**src/core/fism_pkg.sv**
```systemverilog
// Purpose: Shared constants for the write state machine status reporter
// Assumes: AXI4-Lite register access, 32-bit data
// Notes: Status word is nine bits wide
package fism_pkg;
	// ==========================================
	// Register map
	localparam logic [7:0] FISM_ADDR_STATUS = 8'h00;
	localparam logic [7:0] FISM_ADDR_CMD = 8'h04;
	localparam logic [7:0] FISM_ADDR_CTRL = 8'h08;
	localparam logic [7:0] FISM_ADDR_MODE = 8'h0C;
	// ==========================================
	// Command word fields
	localparam int FISM_CMD_START_BIT = 0;
	localparam int FISM_CMD_OP_LSB = 4;
	localparam int FISM_CMD_BANK_LSB = 8;
	localparam int FISM_CMD_FAIL_BIT = 12;
	localparam int FISM_CMD_PROT_BIT = 13;
	localparam int FISM_CMD_CLEAR_BIT = 16;
	localparam int FISM_CMD_SEQERR_BIT = 17;
	localparam int FISM_CMD_INIT_BIT = 18;
	localparam int FISM_CTRL_VPP_BIT = 0;
	// ==========================================
	// Status word bit positions
	localparam int FISM_SR_DEV = 0;
	localparam int FISM_SR_BANK_LSB = 1;
	localparam int FISM_SR_PROT = 3;
	localparam int FISM_SR_PGM = 4;
	localparam int FISM_SR_ERS = 5;
	localparam int FISM_SR_READY = 7;
	localparam int FISM_SR_SUPPLY = 8;
	// ==========================================
	// Device-level operation codes placed in the bank field
	localparam logic [1:0] FISM_DEV_BLOCK = 2'h0;
	localparam logic [1:0] FISM_DEV_DEVICE = 2'h1;
	localparam logic [1:0] FISM_DEV_NONVOLATILE_CONFIG_MODE = 2'h2;
	localparam logic [1:0] FISM_DEV_INIT = 2'h3;
	localparam logic [31:0] FISM_BUSY_CYCLES = 32'h0000_0010;
	localparam logic [1:0] FISM_RESP_OKAY = 2'h0;
	localparam logic [1:0] FISM_RESP_SLVERR = 2'h2;
	localparam logic [1:0] FISM_RESP_DECERR = 2'h3;
	typedef enum logic [2:0] {
		FISM_OP_PROGRAM = 3'h0,
		FISM_OP_ERASE = 3'h1,
		FISM_OP_BLK_PROT = 3'h2,
		FISM_OP_BLK_UNPROT = 3'h3,
		FISM_OP_DEV_PROT = 3'h4,
		FISM_OP_DEV_UNPROT = 3'h5,
		FISM_OP_NV_PROGRAM = 3'h6,
		FISM_OP_NV_ERASE = 3'h7
	} fism_op_t;
	typedef enum logic [1:0] {
		FISM_ST_READY = 2'h0,
		FISM_ST_BUSY = 2'h1,
		FISM_ST_INIT = 2'h2
	} fism_state_t;
endpackage : fism_pkg

```
**src/core/fism_encode.sv**
```systemverilog
// Purpose: Build the nine-bit status word from machine state
// Assumes: Inputs registered upstream
// Notes: Purely combinational
`timescale 1ns/1ps
module fism_encode (
	input wire logic busy,
	input wire logic dev_level,
	input wire logic [1:0] unit,
	input wire logic prot_err,
	input wire logic pgm_err,
	input wire logic ers_err,
	input wire logic supply_err,
	output logic [8:0] word
);
	always_comb begin
		word = 9'h000;
		word[fism_pkg::FISM_SR_READY] = ~busy;
		// Bank and device bits only meaningful while busy
		if (busy) begin
			word[fism_pkg::FISM_SR_DEV] = dev_level;
			word[fism_pkg::FISM_SR_BANK_LSB +: 2] = unit;
		end
		word[fism_pkg::FISM_SR_PGM] = pgm_err;
		word[fism_pkg::FISM_SR_ERS] = ers_err;
		// Protection error only reported once ready
		word[fism_pkg::FISM_SR_PROT] = prot_err & ~busy;
		word[fism_pkg::FISM_SR_SUPPLY] = supply_err;
	end
endmodule : fism_encode

```
**src/core/fism_axil.sv**
```systemverilog
// Purpose: AXI4-Lite slave front end, one write and one read at a time
// Assumes: Master keeps valid and payload until accepted
// Notes: Write pulse is one cycle, read data sampled the cycle after address accept
`timescale 1ns/1ps
module fism_axil (
	input wire logic sys_clk,
	input wire logic rst,
	input wire logic ce,
	input wire logic [7:0] s_axi_awaddr,
	input wire logic s_axi_awvalid,
	output logic s_axi_awready,
	input wire logic [31:0] s_axi_wdata,
	input wire logic [3:0] s_axi_wstrb,
	input wire logic s_axi_wvalid,
	output logic s_axi_wready,
	output logic [1:0] s_axi_bresp,
	output logic s_axi_bvalid,
	input wire logic s_axi_bready,
	input wire logic [7:0] s_axi_araddr,
	input wire logic s_axi_arvalid,
	output logic s_axi_arready,
	output logic [31:0] s_axi_rdata,
	output logic [1:0] s_axi_rresp,
	output logic s_axi_rvalid,
	input wire logic s_axi_rready,
	output logic wr_pulse,
	output logic [7:0] wr_addr,
	output logic [31:0] wr_data,
	output logic [3:0] wr_strb,
	output logic [7:0] rd_addr,
	input wire logic [31:0] rd_data,
	input wire logic rd_ok,
	input wire logic wr_ok
);
	logic aw_have_r;
	logic w_have_r;
	// ==========================================
	// Write channel: address and data in either order
	always_ff @(posedge sys_clk) begin
		if (rst) begin
			s_axi_awready <= 1'b1;
			s_axi_wready <= 1'b1;
			aw_have_r <= 1'b0;
			w_have_r <= 1'b0;
			wr_addr <= 8'h00;
			wr_data <= 32'h0000_0000;
			wr_strb <= 4'h0;
			wr_pulse <= 1'b0;
			s_axi_bvalid <= 1'b0;
			s_axi_bresp <= 2'h0;
		end else if (ce) begin
			wr_pulse <= 1'b0;
			if (s_axi_awvalid && s_axi_awready) begin
				wr_addr <= s_axi_awaddr;
				aw_have_r <= 1'b1;
				s_axi_awready <= 1'b0;
			end
			if (s_axi_wvalid && s_axi_wready) begin
				wr_data <= s_axi_wdata;
				wr_strb <= s_axi_wstrb;
				w_have_r <= 1'b1;
				s_axi_wready <= 1'b0;
			end
			if (aw_have_r && w_have_r && !s_axi_bvalid && !wr_pulse) begin
				wr_pulse <= 1'b1;
			end
			if (wr_pulse) begin
				s_axi_bvalid <= 1'b1;
				s_axi_bresp <= wr_ok ? fism_pkg::FISM_RESP_OKAY : fism_pkg::FISM_RESP_DECERR;
			end
			if (s_axi_bvalid && s_axi_bready) begin
				s_axi_bvalid <= 1'b0;
				aw_have_r <= 1'b0;
				w_have_r <= 1'b0;
				s_axi_awready <= 1'b1;
				s_axi_wready <= 1'b1;
			end
		end
	end
	// ==========================================
	// Read channel
	always_ff @(posedge sys_clk) begin
		if (rst) begin
			s_axi_arready <= 1'b1;
			s_axi_rvalid <= 1'b0;
			s_axi_rdata <= 32'h0000_0000;
			s_axi_rresp <= 2'h0;
			rd_addr <= 8'h00;
		end else if (ce) begin
			if (s_axi_arvalid && s_axi_arready) begin
				rd_addr <= s_axi_araddr;
				s_axi_arready <= 1'b0;
			end else if (!s_axi_arready && !s_axi_rvalid) begin
				s_axi_rvalid <= 1'b1;
				s_axi_rdata <= rd_ok ? rd_data : 32'h0000_0000;
				s_axi_rresp <= rd_ok ? fism_pkg::FISM_RESP_OKAY : fism_pkg::FISM_RESP_DECERR;
			end else if (s_axi_rvalid && s_axi_rready) begin
				s_axi_rvalid <= 1'b0;
				s_axi_arready <= 1'b1;
			end
		end
	end
endmodule : fism_axil

```
**src/core/fism_status.sv**
```systemverilog
// Purpose: Status reporting of the internal write state machine
// Assumes: Operations are launched by software through a command register
// Notes: Busy time is a parameter; failures are requested with the command
// Notes: Protect-pin level is only stored; nothing inside acts on it
`timescale 1ns/1ps
module fism_status #(
	parameter logic [31:0] BUSY_CYCLES = fism_pkg::FISM_BUSY_CYCLES,
	parameter int BANKS = 4
) (
	input wire logic sys_clk,
	input wire logic rst,
	input wire logic ce,
	input wire logic [7:0] s_axi_awaddr,
	input wire logic s_axi_awvalid,
	output logic s_axi_awready,
	input wire logic [31:0] s_axi_wdata,
	input wire logic [3:0] s_axi_wstrb,
	input wire logic s_axi_wvalid,
	output logic s_axi_wready,
	output logic [1:0] s_axi_bresp,
	output logic s_axi_bvalid,
	input wire logic s_axi_bready,
	input wire logic [7:0] s_axi_araddr,
	input wire logic s_axi_arvalid,
	output logic s_axi_arready,
	output logic [31:0] s_axi_rdata,
	output logic [1:0] s_axi_rresp,
	output logic s_axi_rvalid,
	input wire logic s_axi_rready,
	output logic [8:0] ism_status_word,
	output logic [BANKS-1:0] bank_array_read
);
	// ==========================================
	// Local constants
	localparam logic [3:0] FULL_STRB = 4'hF;
	localparam logic [31:0] CNT_ONE = 32'h0000_0001;
	// Reset word shows ready with no errors; the supply flag follows a cycle later
	localparam logic [8:0] WORD_AT_RESET = 9'h080;
	// ==========================================
	// Bus-side wires
	logic wr_pulse;
	logic [7:0] wr_addr;
	logic [31:0] wr_data;
	logic [3:0] wr_strb;
	logic [7:0] rd_addr;
	logic [31:0] rd_data;
	logic rd_ok;
	logic wr_ok;
	logic [8:0] word_nxt;
	// ==========================================
	// Operation state
	fism_pkg::fism_state_t state_r;
	fism_pkg::fism_op_t op_r;
	logic [1:0] bank_r;
	logic fail_r;
	logic prot_r;
	logic [31:0] cnt_r;
	logic prot_err_r;
	logic pgm_err_r;
	logic ers_err_r;
	logic supply_err_r;
	logic vpp_high_r;
	logic cmd_wr;
	logic start;
	logic busy;
	logic dev_level;
	logic [1:0] unit;
	fism_pkg::fism_op_t cmd_op;
	logic cmd_clear;
	logic cmd_seqerr;
	logic cmd_init;
	logic ctrl_wr;
	logic op_done;
	logic op_fail;

	// ==========================================
	// Decode shared by write and read paths
	function automatic logic addr_known(input logic [7:0] a);
		if (a == fism_pkg::FISM_ADDR_STATUS) begin
			return 1'b1;
		end else if (a == fism_pkg::FISM_ADDR_CMD) begin
			return 1'b1;
		end else if (a == fism_pkg::FISM_ADDR_CTRL) begin
			return 1'b1;
		end else if (a == fism_pkg::FISM_ADDR_MODE) begin
			return 1'b1;
		end else begin
			return 1'b0;
		end
	endfunction : addr_known

	// Program-type operations report through the program-error bit
	function automatic logic is_pgm_kind(input fism_pkg::fism_op_t op);
		return (op == fism_pkg::FISM_OP_PROGRAM) || (op == fism_pkg::FISM_OP_BLK_PROT) ||
			(op == fism_pkg::FISM_OP_DEV_PROT) || (op == fism_pkg::FISM_OP_NV_PROGRAM);
	endfunction : is_pgm_kind

	// ==========================================
	// Bus front end
	fism_axil u_axil (
		.sys_clk(sys_clk),
		.rst(rst),
		.ce(ce),
		.s_axi_awaddr(s_axi_awaddr),
		.s_axi_awvalid(s_axi_awvalid),
		.s_axi_awready(s_axi_awready),
		.s_axi_wdata(s_axi_wdata),
		.s_axi_wstrb(s_axi_wstrb),
		.s_axi_wvalid(s_axi_wvalid),
		.s_axi_wready(s_axi_wready),
		.s_axi_bresp(s_axi_bresp),
		.s_axi_bvalid(s_axi_bvalid),
		.s_axi_bready(s_axi_bready),
		.s_axi_araddr(s_axi_araddr),
		.s_axi_arvalid(s_axi_arvalid),
		.s_axi_arready(s_axi_arready),
		.s_axi_rdata(s_axi_rdata),
		.s_axi_rresp(s_axi_rresp),
		.s_axi_rvalid(s_axi_rvalid),
		.s_axi_rready(s_axi_rready),
		.wr_pulse(wr_pulse),
		.wr_addr(wr_addr),
		.wr_data(wr_data),
		.wr_strb(wr_strb),
		.rd_addr(rd_addr),
		.rd_data(rd_data),
		.rd_ok(rd_ok),
		.wr_ok(wr_ok)
	);

	assign wr_ok = addr_known(wr_addr);
	assign rd_ok = addr_known(rd_addr);
	// Partial-word command writes are ignored so a stray byte cannot start work
	assign cmd_wr = wr_pulse && (wr_addr == fism_pkg::FISM_ADDR_CMD) && (wr_strb == FULL_STRB);
	assign cmd_clear = cmd_wr && wr_data[fism_pkg::FISM_CMD_CLEAR_BIT];
	assign cmd_seqerr = cmd_wr && wr_data[fism_pkg::FISM_CMD_SEQERR_BIT];
	assign cmd_init = cmd_wr && wr_data[fism_pkg::FISM_CMD_INIT_BIT];
	assign ctrl_wr = wr_pulse && (wr_addr == fism_pkg::FISM_ADDR_CTRL) && wr_strb[0];
	assign cmd_op = fism_pkg::fism_op_t'(wr_data[fism_pkg::FISM_CMD_OP_LSB +: 3]);
	assign busy = (state_r != fism_pkg::FISM_ST_READY);
	// Starts while busy are dropped; the sequence error bits are set only by the command's seqerr bit
	assign start = cmd_wr && wr_data[fism_pkg::FISM_CMD_START_BIT];
	// Last busy cycle; state and supply flag leave on the same edge
	assign op_done = (cnt_r <= CNT_ONE);
	assign op_fail = (state_r == fism_pkg::FISM_ST_BUSY) && fail_r;

	// ==========================================
	// Read mux
	always_comb begin
		// Command register is write-only and reads as zero
		rd_data = 32'h0000_0000;
		if (rd_addr == fism_pkg::FISM_ADDR_STATUS) begin
			rd_data[8:0] = ism_status_word;
		end else if (rd_addr == fism_pkg::FISM_ADDR_CTRL) begin
			rd_data[fism_pkg::FISM_CTRL_VPP_BIT] = vpp_high_r;
		end else if (rd_addr == fism_pkg::FISM_ADDR_MODE) begin
			rd_data[BANKS-1:0] = bank_array_read;
		end else begin
			rd_data = 32'h0000_0000;
		end
	end

	// ==========================================
	// Protect pin high-voltage level, held as a control bit
	always_ff @(posedge sys_clk) begin
		if (rst) begin
			vpp_high_r <= 1'b0;
		end else if (ce && ctrl_wr) begin
			vpp_high_r <= wr_data[fism_pkg::FISM_CTRL_VPP_BIT];
		end
	end

	// ==========================================
	// Operation sequencer
	always_ff @(posedge sys_clk) begin
		if (rst) begin
			state_r <= fism_pkg::FISM_ST_READY;
			op_r <= fism_pkg::FISM_OP_PROGRAM;
			bank_r <= 2'h0;
			fail_r <= 1'b0;
			prot_r <= 1'b0;
			cnt_r <= 32'h0000_0000;
		end else if (ce) begin
			case (state_r)
				fism_pkg::FISM_ST_READY: begin
					// Init takes priority over a start in the same word
					if (cmd_init) begin
						state_r <= fism_pkg::FISM_ST_INIT;
						cnt_r <= BUSY_CYCLES;
					end else if (start) begin
						state_r <= fism_pkg::FISM_ST_BUSY;
						op_r <= cmd_op;
						bank_r <= wr_data[fism_pkg::FISM_CMD_BANK_LSB +: 2];
						fail_r <= wr_data[fism_pkg::FISM_CMD_FAIL_BIT];
						prot_r <= wr_data[fism_pkg::FISM_CMD_PROT_BIT];
						cnt_r <= BUSY_CYCLES;
					end
				end
				fism_pkg::FISM_ST_BUSY, fism_pkg::FISM_ST_INIT: begin
					if (op_done) begin
						state_r <= fism_pkg::FISM_ST_READY;
					end else begin
						cnt_r <= cnt_r - CNT_ONE;
					end
				end
				default: begin
					state_r <= fism_pkg::FISM_ST_READY;
				end
			endcase
		end
	end

	// ==========================================
	// Where the busy operation reports in the bank field
	always_comb begin
		// Idle and init both fall through to the init code; only busy decodes the op
		dev_level = 1'b1;
		unit = fism_pkg::FISM_DEV_INIT;
		if (state_r == fism_pkg::FISM_ST_BUSY) begin
			case (op_r)
				fism_pkg::FISM_OP_PROGRAM, fism_pkg::FISM_OP_ERASE: begin
					dev_level = 1'b0;
					unit = bank_r;
				end
				fism_pkg::FISM_OP_BLK_PROT, fism_pkg::FISM_OP_BLK_UNPROT: begin
					unit = fism_pkg::FISM_DEV_BLOCK;
				end
				fism_pkg::FISM_OP_DEV_PROT, fism_pkg::FISM_OP_DEV_UNPROT: begin
					unit = fism_pkg::FISM_DEV_DEVICE;
				end
				default: begin
					unit = fism_pkg::FISM_DEV_NONVOLATILE_CONFIG_MODE;
				end
			endcase
		end
	end

	// ==========================================
	// Sticky error flags; a setting event wins over the clear
	always_ff @(posedge sys_clk) begin
		if (rst) begin
			prot_err_r <= 1'b0;
			pgm_err_r <= 1'b0;
			ers_err_r <= 1'b0;
		end else if (ce) begin
			if (cmd_clear) begin
				prot_err_r <= 1'b0;
				pgm_err_r <= 1'b0;
				ers_err_r <= 1'b0;
			end
			// Failure appears while busy, once the operation is under way
			if (op_fail) begin
				if (is_pgm_kind(op_r)) begin
					pgm_err_r <= 1'b1;
				end else begin
					ers_err_r <= 1'b1;
				end
				if (prot_r) begin
					prot_err_r <= 1'b1;
				end
			end
			// Later assignments win, so a set in the clear cycle survives
			if (cmd_seqerr) begin
				pgm_err_r <= 1'b1;
				ers_err_r <= 1'b1;
				if (wr_data[fism_pkg::FISM_CMD_PROT_BIT]) begin
					prot_err_r <= 1'b1;
				end
			end
		end
	end

	// ==========================================
	// Supply error: set from reset until an initialization cycle completes
	always_ff @(posedge sys_clk) begin
		if (rst) begin
			supply_err_r <= 1'b1;
		end else if (ce && state_r == fism_pkg::FISM_ST_INIT && op_done) begin
			supply_err_r <= 1'b0;
		end
	end

	// ==========================================
	// Per-bank array read mode after the operation ends
	genvar g;
	generate
		for (g = 0; g < BANKS; g++) begin : g_bank
			always_ff @(posedge sys_clk) begin
				if (rst) begin
					bank_array_read[g] <= 1'b1;
				end else if (ce) begin
					// Device-level work leaves every bank readable
					if (state_r == fism_pkg::FISM_ST_BUSY && !dev_level && bank_r == 2'(g)) begin
						bank_array_read[g] <= 1'b0;
					end else begin
						bank_array_read[g] <= 1'b1;
					end
				end
			end
		end
	endgenerate

	// ==========================================
	// Status word
	fism_encode u_encode (
		.busy(busy),
		.dev_level(dev_level),
		.unit(unit),
		.prot_err(prot_err_r),
		.pgm_err(pgm_err_r),
		.ers_err(ers_err_r),
		.supply_err(supply_err_r),
		.word(word_nxt)
	);
	// Registered so the port never shows a decode glitch

	always_ff @(posedge sys_clk) begin
		if (rst) begin
			ism_status_word <= WORD_AT_RESET;
		end else if (ce) begin
			ism_status_word <= word_nxt;
		end
	end
endmodule : fism_status

```
**config.mk**
```make
export PLATFORM = sky130hd
export DESIGN_NAME = fism_status
export DESIGN_NICKNAME = d
export VERILOG_FILES = /design/src/core/fism_pkg.sv /design/src/core/fism_encode.sv /design/src/core/fism_axil.sv /design/src/core/fism_status.sv
export SDC_FILE = /design/constraint.sdc
export NUM_CORES = 1
export LEC_CHECK = 0
export BUFFER_PORTS_ARGS = -buffer_cell sky130_fd_sc_hd__buf_2
export CAP_MARGIN = 10
export CORE_AREA = 3 3 92 138
export CTS_BUF_LIST = sky130_fd_sc_hd__clkbuf_4
export CTS_CLUSTER_SIZE = 40
export DETAILED_ROUTE_END_ITERATION = 10
export DIE_AREA = 0 0 95 141
export PLACE_DENSITY = 0.67
export RECOVER_POWER = 100
export SYNTH_ARGS = -nofsm -noshare
export SYNTH_HDL_FRONTEND = slang
export SYNTH_SLANG_ARGS = --single-unit
```
**constraint.sdc**
```tcl
create_clock -name sys_clk -period 3.06 [get_ports sys_clk]
set_clock_uncertainty 0.1 [all_clocks]
set_input_delay 0.459 -clock sys_clk [delete_from_list [all_inputs] [get_ports sys_clk]]
set_output_delay 0.459 -clock sys_clk [all_outputs]
set_load 0.02 [all_outputs]
```
* Yosys cells after proc, flatten, opt, wreduce, memory -nomap -nowiden *
Cells that the tools add are included.

operators by class
  $add $sub $neg = 1
  magnitude comparators = 1
  equal/unequal tests = 22
  muxes and demuxes = 62
  bitwise gates (word level) = 4
  reductions and logical operators = 63

operators with widths
  kind                   count
  $mux 32                4
  $pmux 32 s2            1
  $mux 1                 44
  $eq 8x4->1 const B     4
  $le 32x1->1 const B    1
  $sub 32x1->32 const B  1
  $logic_and 1x1->1      26
  $mux 23                1
  $eq 8x3->1 const B     2
  $logic_not 8->1        2
  $reduce_and 2->1       7
  $reduce_bool 2->1      7
  $mux 2                 6
  $reduce_and 3->1       4
  $eq 3x3->1 const B     3
  $mux 9                 1
  $reduce_and 4->1       2
  $reduce_or 2->1        4
  $eq 2x2->1 const B     3
  $eq 3x2->1 const B     2
  $mux 3                 2
  $pmux 2 s3             1
  $logic_not 1->1        5
  $eq 2x1->1 const B     2
  other kinds (12)       18

word-level totals
  register bits = 141
  output and inout port bits = 54
  logic and storage cells = 184

* Longest topological paths before layout *
  word-level depth = 9
  depth in mapped cells = 9
  gate-level depth less buffers = 8

* Hierarchy *
A second synthesis with hierarchy kept.

second synthesis, totals
  cells, all modules = 770
  area, all modules = 6471.2 µm²

by module, submodules not included
  module       instances  cells an instance  area an instance (µm²)
  fism_axil    1          414                3402.0
  fism_status  1          346                3006.6
  fism_encode  1          10                 62.6

* Least setup slack after synthesis *
No wires, ideal clock.

  kind = flip-flop to flip-flop
  start = register state_r[0]
  end = register cnt_r[27]
  library setup time = 70 ps
  arrival time = 2394 ps
  data required time = 2890 ps
  setup slack = 496 ps
  cell stages (with the launch flop) = 9
  buffers on the path = 0
  cell sequence = dfxtp_1 inv_1 ha_1 o21a_1 nand3_1 or4_1 or4_1 or3_1 a21oi_1

on the way
  longest elaborated chain between the ends = 4
  elaborated cells on any way between the ends = 9

ends and longest elaborated chain
  element                                                           RTL line            source
  start: declaration                                                fism_status.sv:52   fism_pkg::fism_state_t state_r;
  start signal: assignment                                          fism_status.sv:177  state_r <= fism_pkg::FISM_ST_READY;
  start signal: assignment                                          fism_status.sv:188  state_r <= fism_pkg::FISM_ST_INIT;
  start signal: assignment                                          fism_status.sv:191  state_r <= fism_pkg::FISM_ST_BUSY;
  $eq 2x2->1 / $eq 2x1->1 (equally long branches)                   fism_status.sv:184  case (state_r)
  $reduce_or 2->1                                                   fism_status.sv:184
  $ne 2x2->1 (no line) / $reduce_bool 2->1 (equally long branches)  --
  $reduce_and 4->1 (no line)                                        --
  end signal: assignment                                            fism_status.sv:203  cnt_r <= cnt_r - CNT_ONE;
  end: declaration                                                  fism_status.sv:57   logic [31:0] cnt_r;

Several ways; a longest one is shown, not always the timed one.
A chain may end at the register's enable or synchronous reset.

* Final worst setup path *
  start = register state_r[0]
  end = register cnt_r[29]

Same word-level chain as after synthesis.

==> metrics.yaml <==
crit_type: "reg2reg"
synth_xor_area_frac: 0.0360
combinationalPowerShare: 0.086
dpl.hpwl_mm: 8.04
status: "completed"
clkPwrFrac: 0.278
wl_mm: 10.9
viasPerCell: 5.20
cp-end-kind: "flip-flop"
syn_avg_cell_area_um2: 8.30
cts_sinks: 107
n_fill_cell: 1173
hold_path.class: "in2reg"
cap_viol_max_count: 0
synth-simple-area-share: 0.281
hold_viol: 0
syn_area_um2: 4860
drtIter0Drc: 230
yosysSeqAreaShare: 0.441
clk_pin_slew_ns: 0.15
synth_mux_area_frac: 0.0353
synth_top_family_by_area: "simple AND/OR/NAND/NOR gates"
power_frac_seq: 0.636
drive_gt1_frac: 0.102
worstPathRequired_ns: 3.35
synth_top_area_frac: 0.441
die_h_um: 141
cts-root-buf: "clkbuf_4"
postCtsHoldBufs: 0
synth_fa_ha_area_frac: 0.0129
synthArstFlopShare: 0
path_cells: "inv_1, ha_1, o21a_1, nand3_1, or4_1, or4_1, or3_1, a21oi_1"
place_congestion: 0.805
grt_usage: 0.171
stdcell_count: 801
worst_path_most_repeated_cell: "or4_1"
mostFrequentLayoutCell: "dfxtp_1"
final_nets: 710
cts_resized: 0
ys.flop_type: "dfxtp_1"
cts-htree-levels: 3
final_max_slew_viol_count: 0
area_growth_pct: 8.91
synth_area_leaders: "dfxtp_1 44%, nand2_1 7.3%, a21oi_1 5.5%"
yosysUniqueCellTypes: 49
vias: 4165
grt_pass1_vias: 4075
fin_tns_setup_ns: 0
slowest_delay_ns: 0.53
synth_seq_cells: 107
p_sw_mw: 0.610
regArea_um2: 2140
numPortBuffers: 67
rsz0062_at_grt: "false"
first_pass_iters: 4
period_share: 0.906
coreArea_um2: 11600
antenna_found_initial: 1
tightest_slew_ns: 1.45
cts_tree: "done"
synth_compound_area_frac: 0.118
power.leakage_nw: 2.08
fmax_mhz: 361
path_max_fanout: 6
layout_common_cells: "107 x dfxtp_1, 95 x nand2_1, 69 x nor2_1"
internal_power_mw: 1.66
postCtsSetupRepairBufs: 0
setup-violations-final: 0
start_kind: "flip-flop"
grt_pass1_wl_mm: 18.5
p_per_area_nw_per_um2: 429
reg2reg_setup_slack_ns: 0.29
io-pin-count: 114
die_area_um2: 13400
switching_share: 0.269
dp_cells: 784
path_delay_family: "simple AND/OR/NAND/NOR gates"
grt_overflow: 0
yosysWarnings: 0
multi_input_area_um2: 2430
synth_cells: 586
ant_nets: 0
rows: 48
ir_drop_mv: 0.248
clock_path_buffers: 2
crit_arrival_ns: 3.07
crit_buf_inv: 1
relSlewSlack: 0.0349
cp_slowest_cell: "or4_1"
detail_route.wl_per_cell_um: 13.6
numCtsBuffers: 9
worst_skew_pair.late_latency_ns: 0.45
drc: 0
grt_max_degree: 77
start_util: 0.419
min_period_ns: 2.77
die_width_um: 95
yosys.area.top_type: "dfxtp_1"
synth-edff-count: 0
## state kept, by name, summed over array words and instances, names as in the netlist, 3 cells and up
register and flops:
u_axil.rd_addr 8, u_axil.wr_strb 4, ism_status_word 8, cnt_r 32, u_axil.wr_addr 8, u_axil.wr_data 11, u_axil.s_axi_rdata 8, op_r 3
bank_array_read 4
## layout make-up
class | instances | area share
Multi-Input combinational cell | 438 | 0.460
Inverter | 7 | 0.00496
Antenna cell | 1 | 0.000473
Timing Repair Buffer | 82 | 0.0728
Tap cell | 150 | 0.0355
Clock buffer | 10 | 0.0142
Sequential cell | 107 | 0.405
Clock inverter | 6 | 0.00780
## worst paths after layout
path	cells after the start	endpoint	from
max reg2reg	8	cnt_r[29]$_SDFFE_PP0P_	state_r[0]$_SDFFE_PP0P_
min reg2reg	2	cnt_r[1]$_SDFFE_PP0P_	cnt_r[1]$_SDFFE_PP0P_
min	3	u_axil.wr_addr[1]$_SDFFE_PP0P_	s_axi_awaddr[1]
max	8	cnt_r[29]$_SDFFE_PP0P_	state_r[0]$_SDFFE_PP0P_
## power by group through the flow
stage | Sequential, mW | Combinational [mW] | Clock [mW]
6_report | 1.44 | 0.195 | 0.631
5_1_grt | 1.45 | 0.219 | 0.716
3_3_place_gp | 1.47 | 0.197 | 0
2_1_floorplan | 1.48 | 0.153 | 0
3_5_place_dp | 1.47 | 0.200 | 0
4_1_cts | 1.44 | 0.201 | 0.664
## worst register-to-register path: cells and delay by family, from the launching register on
kind / cells / cell delay [ns]
and+or+nand+nor: 4 / 1.41
buffers and inverters: 1 / 0.07
adders and majority gates: 1 / 0.41
DFF: 1 / 0.39
AOI/OAI and AO/OA: 2 / 0.34
## synthesized netlist by cell type, types with 5 or more instances
cell type  number
dfxtp_1       107
nand3_1        27
inv_1           7
nor3_1         11
o21ai_0         8
a21oi_1        53
nor4_1          9
buf_4          27
xor2_1         20
or4_1          12
mux2i_1        16
a22oi_1        10
nand2b_1       11
clkbuf_1       21
nand2_1        95
or3_1           6
nand4b_1        6
ha_1            5
nor2_1         69
nand4_1         8
## cells by family (layout without fill, tap and decap cells)
kind of cell | count (synthesis) | count (layout)
other | 1 | 26
AO/OA/AOI/OAI | 95 | 95
buffers and inverters | 65 | 105
adder cells (fa/ha/maj) | 5 | 5
multiplexers | 17 | 17
XOR/XNOR | 20 | 20
AND/OR/NAND/NOR | 276 | 276
flip-flops | 107 | 107
## stage by stage
step | hold slack (ns) | setup slack, ns | area, um2 | power, mW | utilization
3_3_place_gp | 0.342 | 0.373 | 5250 | 1.67 | 0.453
6_report | 0.127 | 0.288 | 5290 | 2.27 | 0.457
2_1_floorplan | 0.332 | 0.496 | 4950 | 1.63 | -
5_1_grt | 0.106 | 0.132 | 5290 | 2.38 | 0.457
3_5_place_dp | 0.343 | 0.294 | 5250 | 1.67 | 0.453
4_1_cts | 0.0945 | 0.259 | 5370 | 2.31 | 0.463
## routing by layer
metal  up-vias  GRT usage  share of wire
met5         -          0              0
met4         0     0.0783          0.029
met3        26     0.0299          0.035
met2        87      0.310           0.54
met1      1952      0.189           0.40
li1       2100          -              -
(Power assumes the default switching activity.)
